$ cat src/pkg/adc_convert_regs.svh
// timing counts and result layout for the converter control block
`ifndef ADC_CONVERT_REGS_SVH
`define ADC_CONVERT_REGS_SVH

`define CORE_CLK_PERIOD_NS  25
`define RESULT_BITS         8
`define RESULT_MSB_POS      7
`define RESULT_RESET        8'h00
`define TRIAL_FIRST         8'h80

// acquisition and per-bit step; both are least times, rounded up
`define ACQ_TIME_NS         2000
`define ACQ_CYCLES          ((`ACQ_TIME_NS + `CORE_CLK_PERIOD_NS - 1) / `CORE_CLK_PERIOD_NS)
`define BIT_STEP_NS         500
`define BIT_STEP_CYCLES     ((`BIT_STEP_NS + `CORE_CLK_PERIOD_NS - 1) / `CORE_CLK_PERIOD_NS)

// longest conversion, rounded down
`define CONV_TIME_NS        7500
`define CONV_LIMIT_CYCLES   (`CONV_TIME_NS / `CORE_CLK_PERIOD_NS)

// release delay after the eighth rising shift edge, counted after sync latency
`define HIZ_DELAY_NS        250
`define HIZ_DELAY_CYCLES    ((`HIZ_DELAY_NS + `CORE_CLK_PERIOD_NS - 1) / `CORE_CLK_PERIOD_NS)

`define SHIFT_LAST_RISE     4'h7

`endif

$ cat src/pkg/adc_convert_pkg.sv
// types shared by the converter control block
`include "adc_convert_regs.svh"

package adc_convert_pkg;

	typedef enum logic [1:0] {
		ST_SHUTDOWN,
		ST_ACQUIRE,
		ST_CONVERT,
		ST_STORE
	} conv_state_e;

	typedef struct packed {
		logic                      channel;
		logic [`RESULT_BITS-1:0]   code;
	} result_s;

endpackage : adc_convert_pkg

$ cat src/adc_convert_and_serial_readout.sv
// converter sequencing, result buffer and serial read-out
`timescale 1ns/100ps
`include "adc_convert_regs.svh"

module result_fifo #(
	parameter int WIDTH = 9,
	parameter int DEPTH = 8
) (
	input  wire logic             core_clk_i,
	input  wire logic             reset_n_i,
	input  wire logic             in_valid_i,
	output logic                  in_ready_o,
	input  wire logic [WIDTH-1:0] in_data_i,
	output logic                  out_valid_o,
	input  wire logic             out_ready_i,
	output logic [WIDTH-1:0]      out_data_o
);
	localparam int PW = (DEPTH > 1) ? $clog2(DEPTH) : 1;
	localparam int CW = $clog2(DEPTH + 1);

	logic [WIDTH-1:0] mem [DEPTH];
	logic [PW-1:0]    wr_ptr;
	logic [PW-1:0]    rd_ptr;
	logic [CW-1:0]    count;

	wire do_push = in_valid_i && in_ready_o;
	wire do_pop  = out_valid_o && out_ready_i;
	wire [PW-1:0] next_wr = (wr_ptr == PW'(DEPTH - 1)) ? '0 : wr_ptr + PW'(1);
	wire [PW-1:0] next_rd = (rd_ptr == PW'(DEPTH - 1)) ? '0 : rd_ptr + PW'(1);

	assign in_ready_o  = (count != CW'(DEPTH));
	assign out_valid_o = (count != '0);
	assign out_data_o  = mem[rd_ptr];

	always_ff @(posedge core_clk_i)
	begin
		if (do_push)
			mem[wr_ptr] <= in_data_i;
	end

	always_ff @(posedge core_clk_i or negedge reset_n_i)
	begin
		if (!reset_n_i) begin
			wr_ptr <= '0;
			rd_ptr <= '0;
			count  <= '0;
		end else begin
			if (do_push)
				wr_ptr <= next_wr;
			if (do_pop)
				rd_ptr <= next_rd;
			if (do_push && !do_pop)
				count <= count + CW'(1);
			else if (do_pop && !do_push)
				count <= count - CW'(1);
		end
	end
endmodule : result_fifo

module adc_convert_and_serial_readout #(
	parameter int FIFO_DEPTH = 8
) (
	input  wire logic        core_clk_i,
	input  wire logic        reset_n_i,
	input  wire logic        conversion_trigger_i,
	input  wire logic        shift_clk_i,
	input  wire logic        comparator_i,
	output logic             data_out_o,
	output logic             data_out_oe_n_o,
	output logic             analog_power_up_o,
	output logic             sample_track_o,
	output logic             channel_select_o,
	output logic [7:0]       dac_code_o
);
	import adc_convert_pkg::*;

	localparam int RW = $bits(result_s);

	conv_state_e state;
	logic [2:0]  trig_sync;
	logic [2:0]  sclk_sync;
	logic [1:0]  cmp_sync;
	logic [8:0]  timer;
	logic [2:0]  bit_idx;
	logic [7:0]  trial;
	logic [7:0]  shift_reg;
	logic        reading;
	logic        armed;
	logic [3:0]  rise_cnt;
	logic        hiz_wait;
	logic [3:0]  hiz_cnt;
	logic        readout_done;
	logic [8:0]  conv_cycles;

	wire trig_fall  = trig_sync[2] && !trig_sync[1];
	wire sclk_rise  = !sclk_sync[2] && sclk_sync[1];
	wire sclk_fall  = sclk_sync[2] && !sclk_sync[1];
	wire converting = (state != ST_SHUTDOWN);
	wire abort      = trig_fall && converting;
	wire step_end   = (timer == 9'h001);
	wire cmp_below  = cmp_sync[1];
	wire hiz_fire   = hiz_wait && (hiz_cnt == 4'h1);
	wire rise_last  = reading && sclk_rise && (rise_cnt == `SHIFT_LAST_RISE);
	wire shift_now  = reading && sclk_fall && armed && !hiz_wait;

	result_s push_word;
	result_s pop_word;
	logic    fifo_in_ready;
	logic    fifo_out_valid;
	logic [RW-1:0] pop_bits;
	wire     fifo_push = (state == ST_STORE);
	wire     fifo_drain = (state == ST_SHUTDOWN);
	wire     pop = fifo_out_valid && fifo_drain;

	assign push_word.channel = channel_select_o;
	assign push_word.code    = trial;
	assign pop_word          = result_s'(pop_bits);

	// pin inputs: first stage only feeds the second
	always_ff @(posedge core_clk_i or negedge reset_n_i)
	begin
		if (!reset_n_i) begin
			trig_sync <= 3'h0;
			sclk_sync <= 3'h0;
			cmp_sync  <= 2'h0;
		end else begin
			trig_sync <= {trig_sync[1:0], conversion_trigger_i};
			sclk_sync <= {sclk_sync[1:0], shift_clk_i};
			cmp_sync  <= {cmp_sync[0], comparator_i};
		end
	end

	// holding the result word when the buffer is full stalls the sequencer
	result_fifo #(
		.WIDTH (RW),
		.DEPTH (FIFO_DEPTH)
	) u_result_fifo (
		.core_clk_i  (core_clk_i),
		.reset_n_i   (reset_n_i),
		.in_valid_i  (fifo_push),
		.in_ready_o  (fifo_in_ready),
		.in_data_i   (push_word),
		.out_valid_o (fifo_out_valid),
		.out_ready_i (fifo_drain),
		.out_data_o  (pop_bits)
	);

	always_ff @(posedge core_clk_i or negedge reset_n_i)
	begin
		if (!reset_n_i) begin
			state             <= ST_SHUTDOWN;
			timer             <= 9'h000;
			bit_idx           <= 3'h0;
			trial             <= `RESULT_RESET;
			channel_select_o  <= 1'b0;
			analog_power_up_o <= 1'b0;
			sample_track_o    <= 1'b0;
		end else if (abort) begin
			state             <= ST_ACQUIRE;
			channel_select_o  <= 1'b1;
			timer             <= 9'(`ACQ_CYCLES);
			trial             <= `RESULT_RESET;
			analog_power_up_o <= 1'b1;
			sample_track_o    <= 1'b1;
		end else begin
			case (state)
			ST_SHUTDOWN:
				if (trig_fall)
				begin
					state             <= ST_ACQUIRE;
					channel_select_o  <= !readout_done;
					timer             <= 9'(`ACQ_CYCLES);
					analog_power_up_o <= 1'b1;
					sample_track_o    <= 1'b1;
				end
			ST_ACQUIRE:
				if (step_end)
				begin
					state          <= ST_CONVERT;
					sample_track_o <= 1'b0;
					bit_idx        <= 3'(`RESULT_MSB_POS);
					trial          <= `TRIAL_FIRST;
					timer          <= 9'(`BIT_STEP_CYCLES);
				end else
					timer <= timer - 9'h001;
			ST_CONVERT:
				if (step_end)
				begin
					// binary-weighted trial, straight binary code
					if (cmp_below)
						trial[bit_idx] <= 1'b0;
					if (bit_idx == 3'h0) begin
						state             <= ST_STORE;
						analog_power_up_o <= 1'b0;
					end else begin
						bit_idx                 <= bit_idx - 3'h1;
						trial[bit_idx - 3'h1]   <= 1'b1;
						timer                   <= 9'(`BIT_STEP_CYCLES);
					end
				end else
					timer <= timer - 9'h001;
			ST_STORE:
				if (fifo_in_ready)
					state <= ST_SHUTDOWN;
			default:
				state <= ST_SHUTDOWN;
			endcase
		end
	end

	always_ff @(posedge core_clk_i or negedge reset_n_i)
	begin
		if (!reset_n_i)
			dac_code_o <= `RESULT_RESET;
		else
			dac_code_o <= trial;
	end

	// read-out side; edges only count while a result is being presented
	always_ff @(posedge core_clk_i or negedge reset_n_i)
	begin
		if (!reset_n_i) begin
			data_out_o      <= 1'b0;
			data_out_oe_n_o <= 1'b1;
			shift_reg       <= `RESULT_RESET;
			reading         <= 1'b0;
			armed           <= 1'b0;
			rise_cnt        <= 4'h0;
			hiz_wait        <= 1'b0;
			hiz_cnt         <= 4'h0;
			readout_done    <= 1'b1;
		end else if (trig_fall) begin
			data_out_o      <= 1'b0;
			data_out_oe_n_o <= 1'b0;
			reading         <= 1'b0;
			armed           <= 1'b0;
			rise_cnt        <= 4'h0;
			hiz_wait        <= 1'b0;
			readout_done    <= hiz_fire;
		end else if (pop) begin
			data_out_o      <= pop_word.code[`RESULT_MSB_POS];
			shift_reg       <= {pop_word.code[6:0], 1'b0};
			data_out_oe_n_o <= 1'b0;
			reading         <= 1'b1;
			armed           <= 1'b0;
			rise_cnt        <= 4'h0;
		end else begin
			// a fall before any rise is the idle-high lead-in, not a shift
			if (reading && sclk_rise) begin
				armed    <= 1'b1;
				rise_cnt <= rise_cnt + 4'h1;
			end
			if (rise_last) begin
				hiz_wait <= 1'b1;
				hiz_cnt  <= 4'(`HIZ_DELAY_CYCLES);
			end else if (hiz_fire) begin
				hiz_wait        <= 1'b0;
				data_out_oe_n_o <= 1'b1;
				reading         <= 1'b0;
				readout_done    <= 1'b1;
			end else if (hiz_wait)
				hiz_cnt <= hiz_cnt - 4'h1;
			if (shift_now) begin
				data_out_o <= shift_reg[7];
				shift_reg  <= {shift_reg[6:0], 1'b0};
			end
		end
	end

	// cycles since the latest start or abort, for the conversion bound
	always_ff @(posedge core_clk_i or negedge reset_n_i)
	begin
		if (!reset_n_i)
			conv_cycles <= 9'h000;
		else if (trig_fall || !converting)
			conv_cycles <= 9'h000;
		else
			conv_cycles <= conv_cycles + 9'h001;
	end
	localparam int HIZ_LO = 1;
	localparam int HIZ_HI = 4;
	localparam int CONV_LIMIT = `CONV_LIMIT_CYCLES;
endmodule : adc_convert_and_serial_readout

$ cat config.mk
export PLATFORM = sky130hd
export DESIGN_NAME = adc_convert_and_serial_readout
export DESIGN_NICKNAME = d
export VERILOG_FILES = /design/src/pkg/adc_convert_pkg.sv /design/src/adc_convert_and_serial_readout.sv
export VERILOG_INCLUDE_DIRS = /design/src /design/src/pkg
export SDC_FILE = /design/constraint.sdc
export NUM_CORES = 1
export LEC_CHECK = 0
export BUFFER_PORTS_ARGS = -buffer_cell sky130_fd_sc_hd__buf_2
export CORE_ASPECT_RATIO = 1.2
export CORE_MARGIN = 3
export CORE_UTILIZATION = 55
export DETAILED_ROUTE_END_ITERATION = 6
export PLACE_DENSITY = 0.72
export SYNTH_ARGS = -nofsm -noshare
export SYNTH_HDL_FRONTEND = slang
export SYNTH_SLANG_ARGS = --single-unit
$ cat constraint.sdc
create_clock -name core_clk_i -period 3 [get_ports core_clk_i]
set_input_delay 0.6 -clock core_clk_i [delete_from_list [all_inputs] [get_ports core_clk_i]]
set_output_delay 0.6 -clock core_clk_i [all_outputs]
set_load 0.1 [all_outputs]
Word level (Yosys, flattened, before mapping) --
Memory sizes are Yosys's and may differ from the RTL's. Index checks and enable logic that the tools add are counted.
Word-level totals: register bits 73, RAM bits 72, input port bits 5, output and inout port bits 13, word-level logic and storage cells 192, memories 1
Memories:
- u_result_fifo.mem | depth 8, width 9, read ports 1, clocked after memory_dff 0, write ports 1, line adc_convert_and_serial_readout.sv:21 | logic [WIDTH-1:0] mem [DEPTH];
Cells by class: add/sub/neg operators 8, magnitude comparators 4, equality and inequality tests 22, multiplexer cells 74, bitwise logic cells 6, reductions and logical operators 54
Operators by type and width (number):
- 2-to-1 mux 8 bit | 10
- 2-to-1 mux 9 bit | 5
- 2-to-1 mux 1 bit | 32
- 2-to-1 mux 4 bit | 8
- one-hot mux 9 bit (3 select lines) | 1
- nonzero test 3 bit | 7
- logical AND 1 bit | 16
- one-hot mux 8 bit (2 select lines) | 1
- nonzero test 2 bit | 8
- 2-to-1 mux 3 bit | 5
- inequality test 3 bit (second input constant) | 5
- 2-to-1 mux 2 bit | 6
- AND reduction 3 bit | 4
- inequality test 2 bit (second input constant) | 5
- AND reduction 5 bit | 2
- == test 9 x 1 -> 1 bit (second input constant) | 1
- subtractor 9 x 1 -> 9 bit (second input constant) | 1
- adder 4 x 1 -> 4 bit (second input constant) | 2
- AND 8 bit | 1
- < comparator 3 x 4 -> 1 bit (second input constant) | 2
- inequality test 4 bit (second input constant) | 2
- inverter 8 bit | 1
- OR 8 bit | 1
- one-hot mux 2 bit (4 select lines) | 1
- other kinds (21) | 41

Logic depth before layout (Yosys ltp) --
depth in word-level cells 15, gate-level depth with buffers 13, gate-level depth less buffers 12

Hierarchy --
From an unflattened synthesis, not the netlist that was laid out.
Second synthesis, totals: cell total of the unflattened synthesis 467, area total of the unflattened synthesis 6477.5 sq um
By module, submodules not included:
- result_fifo | times used 1, cells an instance 168, area an instance 3460.8 sq um, sequential area each 2412.3 sq um
- adc_convert_and_serial_readout | times used 1, cells an instance 299, area an instance 3016.6 sq um, sequential area each 1554.0 sq um

Worst setup path before layout --
No wires, ideal clock.
kind reg-to-reg, start register state[0], end register u_result_fifo.count[3], data arrival time 2372 ps, path slack 502 ps, cell stages (with the launch flop) 14, buffers on the path 1, period minus slack after synthesis 2498 ps, cell sequence dfrtp_1 > inv_1 > ha_1 > o41a_1 > inv_2 > buf_2 > ha_1 > inv_1 > ha_1 > a21o_1 > a21oi_1 > xnor2_1 > nor2_1 > xor2_1
Between the ends: longest elaborated chain between the ends 5, elaborated cells between the ends (all ways) 10, classes of those cells eq/ne: 1; mux: 1; reduce/logical: 8
RTL lines:
- start: declaration | line adc_convert_and_serial_readout.sv:79 | conv_state_e state;
- start signal: assignment | line adc_convert_and_serial_readout.sv:151 | state <= ST_SHUTDOWN;
- start signal: assignment | line adc_convert_and_serial_readout.sv:159 | state <= ST_ACQUIRE;
- start signal: assignment | line adc_convert_and_serial_readout.sv:170 | state <= ST_ACQUIRE;
- == test 2 bit / logical NOT 2 bit (equally long branches) | line adc_convert_and_serial_readout.sv:111, adc_convert_and_serial_readout.sv:112
- logical AND 1 bit, on equally long branches | line adc_convert_and_serial_readout.sv:26, adc_convert_and_serial_readout.sv:27
- logical NOT 1 bit, on equally long branches | line adc_convert_and_serial_readout.sv:54, adc_convert_and_serial_readout.sv:52
- logical AND 1 bit, on equally long branches | line adc_convert_and_serial_readout.sv:54, adc_convert_and_serial_readout.sv:52
- nonzero test 2 bit (no source line) / 2-to-1 mux 4 bit (equally long branches)
- end signal: assignment | line adc_convert_and_serial_readout.sv:53 | count <= count + CW'(1);
- end signal: assignment | line adc_convert_and_serial_readout.sv:55 | count <= count - CW'(1);
- end: declaration | line adc_convert_and_serial_readout.sv:24 | logic [CW-1:0] count;
Parallel ways exist; a longest one is shown, timed or not. A chain may end at the register's enable or synchronous reset.

Final worst setup path --
start register state[0], end register timer[2]
Between the ends: longest elaborated chain between the ends 4, elaborated cells between the ends (all ways) 11, classes of those cells eq/ne: 4; mux: 2; reduce/logical: 5
RTL lines:
- nonzero test 2 bit | line adc_convert_and_serial_readout.sv:98 | wire converting = (state != ST_SHUTDOWN);
- logical AND 1 bit | line adc_convert_and_serial_readout.sv:99 | wire abort = trig_fall && converting;
- inequality test 4 bit (no source line), or another cell as far along
- AND reduction 3 bit (no source line)
- end signal: assignment | line adc_convert_and_serial_readout.sv:161 | timer <= 9'(`ACQ_CYCLES);
- end signal: assignment | line adc_convert_and_serial_readout.sv:172 | timer <= 9'(`ACQ_CYCLES);
- end signal: assignment | line adc_convert_and_serial_readout.sv:183 | timer <= 9'(`BIT_STEP_CYCLES);
- end: declaration | line adc_convert_and_serial_readout.sv:83 | logic [8:0] timer;
Parallel ways exist; a longest one is shown, timed or not.

==> results by group <==
Yosys
  – Cell accounting for the most synthesized area: sky130_fd_sc_hd__edfxtp_1
  – Synth warnings: 0
  – EDFF count, synth: 64
  – Synth area leaders: sky130_fd_sc_hd__edfxtp_1 32%, sky130_fd_sc_hd__dfrtp_1 29%, sky130_fd_sc_hd__mux4_2 6.0%
  – Asr flop ratio synth: 52.94%
  – Cell with the most instances after synthesis: sky130_fd_sc_hd__dfrtp_1
  – Synthesized net count: 496
  – Gate Count Post-Synth: 471
  – Synth cell count leaders: 70 x sky130_fd_sc_hd__dfrtp_1, 64 x sky130_fd_sc_hd__edfxtp_1, 45 x sky130_fd_sc_hd__nand2_1, 35 x sky130_fd_sc_hd__o21ai_0, 31 x sky130_fd_sc_hd__nor2_1
  – Mean area per synthesized cell: 12.84 µm²
  – Area fraction of the dominant cell type after synthesis: 31.79%
  – Post-synthesis sequential area ratio: 61.63%
  – Post-synth top flop: sky130_fd_sc_hd__dfrtp_1
  – Count of cell types in the netlist: 68
  – Number of synthesized register bits: 136
  – Post-synthesis instance area: 6046 µm²

Global route
  – Number of global-route vias before repair: 3989
  – First-pass GRT wire length: 20.34 mm
  – Antenna violations before repair: 0
  – GRT Overall Usage: 21.91%
  – Overflow left after global routing: 0
  – Maximum number of pins on one net before global-route repair: 73

Power and ir drop
  – P per Cell Area: 1038 nW/µm²
  – Peak supply drop: 0.4506 mV
  – Leak: 0.002763 µW

Worst setup path
  – Critical Path RT: 3.30 ns
  – Endpoint of the lowest-slack register-to-register path: timer[2]
  – Cell breakdown of the critical path: inv_1, ha_1, buf_4, or3b_1, nand2_2, o31ai_2, nor2_1, o22a_1
  – CP max stage cell: sky130_fd_sc_hd__o31ai_2
  – Critical path peak fanout: 13
  – Crit path capture type: flip-flop
  – Timing endpoint of the critical path: timer[2]
  – Kind of critical path: flip-flop to flip-flop
  – Setup crit start kind: flip-flop
  – Reg-to-Reg Start: state[0]
  – Internal reg-to-reg setup slack: 0.42 ns
  – Startpoint of the worst setup timing path: state[0]
  – Critical Path AT: 2.89 ns
  – Register-to-Register Path Depth: 8
  – Max incr delay on CP: 0.76 ns

Floorplan
  – Horizontal extent of the die: 101.7 µm
  – Initial Utilization: 56.93%
  – Total number of placement rows: 41
  – Die ar.: 12290 µm²
  – # IOs: 18
  – CORE AREA: 10620 µm²
  – DIE HEIGHT: 120.9 µm

Clock network
  – Root Buffer: sky130_fd_sc_hd__clkbuf_16
  – Total clock buffers created by CTS: 17
  – Post CTS Setup Buffer Count: 0
  – Buffer levels on the longest clock path: 2
  – Post-CTS sizing: 0
  – Register clock-pin slew on the reported worst setup and hold paths: 0.06 ns
  – CTS tree: built
  – Insertion delay of the later-clocked pin in the worst-skew pair: 0.41 ns
  – TritonCTS Sinks: 136
  – Number of buffers added to fix hold violations after cts: 0
  – Count of H-tree levels built during CTS: 4

Layout
  – Number of inserted diodes: 0
  – Layout Area Growth over Synthesis: 14.49%
  – Max reg flops: 64
  – Largest registers: u_result_fifo.mem x64, timer x9
  – Net total in the final layout: 525
  – Largest register by flop count: u_result_fifo.mem
  – Number of non-filler instances in the completed layout: 641
  – Fill cell instance count of the final layout: 772
  – Fraction of layout cells with a size suffix above 1: 17.58%

Worst hold path
  – Hold Crit Class: input port to flip-flop

Detailed routing
  – Vias per inst: 6.101
  – DR top layer: met4
  – Iteration-0 DRC count of the detailed router: 251
  – Detailed-route DRC error count: 0
  – Total via count in the routed design: 3911
  – Length of routed met3 wiring: 630 µm
  – First-pass detailed-route iteration total: 5
  – Post-detailed-route count of antenna-violating nets: 0
  – Met2 wire len: 6.073 mm
  – Met1 Wirelength: 5.055 mm
  – Routed WL per cell: 18.75 µm
  – Routed wire length: 12.02 mm

Timing
  – Crit path time final: 2.585 ns
  – Sum of negative setup slack: 0 ns
  – Least-Margin Pin Slew: 0.9209 ns
  – Worst slew margin: 38.60%
  – Clock skew after layout: 0.008566 ns
  – Final setup margin: 0.4151 ns
  – Achievable frequency: 386.9 MHz
  – Final setup violation count: 0
  – Hold violation total from the final report: 0
  – RSZ-0062 raised after global routing: no
  – Part of the cycle the worst path needs: 86.16%
  – Final slew viol count: 0
  – WHS: 0.2909 ns

Flow run
  – Max-cap violations: 0

Placement
  – Detailed-placement wirelength estimate: 7.705 mm
  – Placed cell count: 610
  – Worst setup slack before clock tree synthesis: 0.4623 ns
  – Final estimated routing congestion in global placement: 0.9401
  – IO Port Bufs: 17

Run status
  – Run status: finished, final reports clean
## logic make-up after synthesis
logic type,share of synthesized area (%)
buf+inv,2.669
fa+ha+maj,4.263
flops,61.63
simple gates,11.38
xor+xnor,1.304
compound gates,11.28
mux,7.471
## worst min path at each step
stage / from / end / slack, ns / cells past startpoint
final: comparator_i / cmp_sync[0] / 0.29 / 1
after global routing: comparator_i / cmp_sync[0] / 0.27 / 1
after CTS: comparator_i / cmp_sync[0] / 0.28 / 1
after detailed placement: trig_sync[0] / trig_sync[1] / 0.34 / 0
after global placement: cmp_sync[0] / cmp_sync[1] / 0.34 / 0
after floorplan: reset_n_i / analog_power_up_o / 0.30 / 0
## cell usage in the layout (no fill, tap or decap), types with 4 or more instances in the layout
cell type	Yosys	routed
sky130_fd_sc_hd__edfxtp_1	64	64
sky130_fd_sc_hd__nor2b_1	4	4
sky130_fd_sc_hd__a21o_1	5	5
sky130_fd_sc_hd__mux4_2	16	16
sky130_fd_sc_hd__buf_2	9	16
sky130_fd_sc_hd__a31oi_1	8	8
sky130_fd_sc_hd__nor2_1	31	31
sky130_fd_sc_hd__o31ai_1	7	7
sky130_fd_sc_hd__nand2b_1	6	6
sky130_fd_sc_hd__xnor2_1	4	4
sky130_fd_sc_hd__inv_1	12	12
sky130_fd_sc_hd__xor2_1	5	5
sky130_fd_sc_hd__nand4_1	4	4
sky130_fd_sc_hd__nor3_1	14	14
sky130_fd_sc_hd__o21ai_0	35	35
sky130_fd_sc_hd__a21oi_1	18	18
sky130_fd_sc_hd__ha_1	19	19
sky130_fd_sc_hd__mux2i_1	8	8
sky130_fd_sc_hd__o21ai_1	8	8
sky130_fd_sc_hd__clkbuf_16	0	17
sky130_fd_sc_hd__buf_4	2	15
sky130_fd_sc_hd__dfrtp_1	70	70
sky130_fd_sc_hd__o211ai_1	4	4
sky130_fd_sc_hd__nand2_1	45	45
sky130_fd_sc_hd__bufinv_16	0	5
sky130_fd_sc_hd__nand3_1	9	9
## per-stage QoR
stage	cell area [µm²]	power (µW)	utilization, %
after global placement	6287	4873	59.21
after global routing	6922	7619	65.18
after CTS	6922	7224	65.18
after floorplan	6046	4448	-
final	6922	7183	65.18
after detailed placement	6287	4978	59.21
## metal layers
layer	vias up	global-route usage, %
li1	1814	-
met3	17	5.003
met2	121	34.70
met1	1959	28.94
met5	-	0
met4	0	9.726
## critical path: cells and delay by family (launching register included)
kind	cells	cell delay (ns)
AO/OA/AOI/OAI	2	0.96
adder cells (fa/ha/maj)	1	0.22
buffers and inverters	2	0.31
flip-flops	1	0.44
AND/OR/NAND/NOR	3	0.55
## layout make-up
type                    instances  area [µm²]  share of cell area, %
clock buffers                  19       432.9                  6.255
clock inverters                12       201.4                  2.910
inverters                      13       48.80                 0.7050
multi-input cells             301        2158                  31.18
flip-flops and latches        136        3726                  53.83
well taps                     129       161.4                  2.332
repair buffers                 31       192.7                  2.784
## power by group
group / internal, µW / total (µW) / leakage, µW / switching [µW]
logic: 922 / 2260 / 0.000991 / 1340
clock network: 1470 / 2230 / 0.000305 / 763
registers: 2340 / 2690 / 0.00147 / 349
total: 4730 / 7180 / 0.00276 / 2450
(Power assumes the default switching activity.)
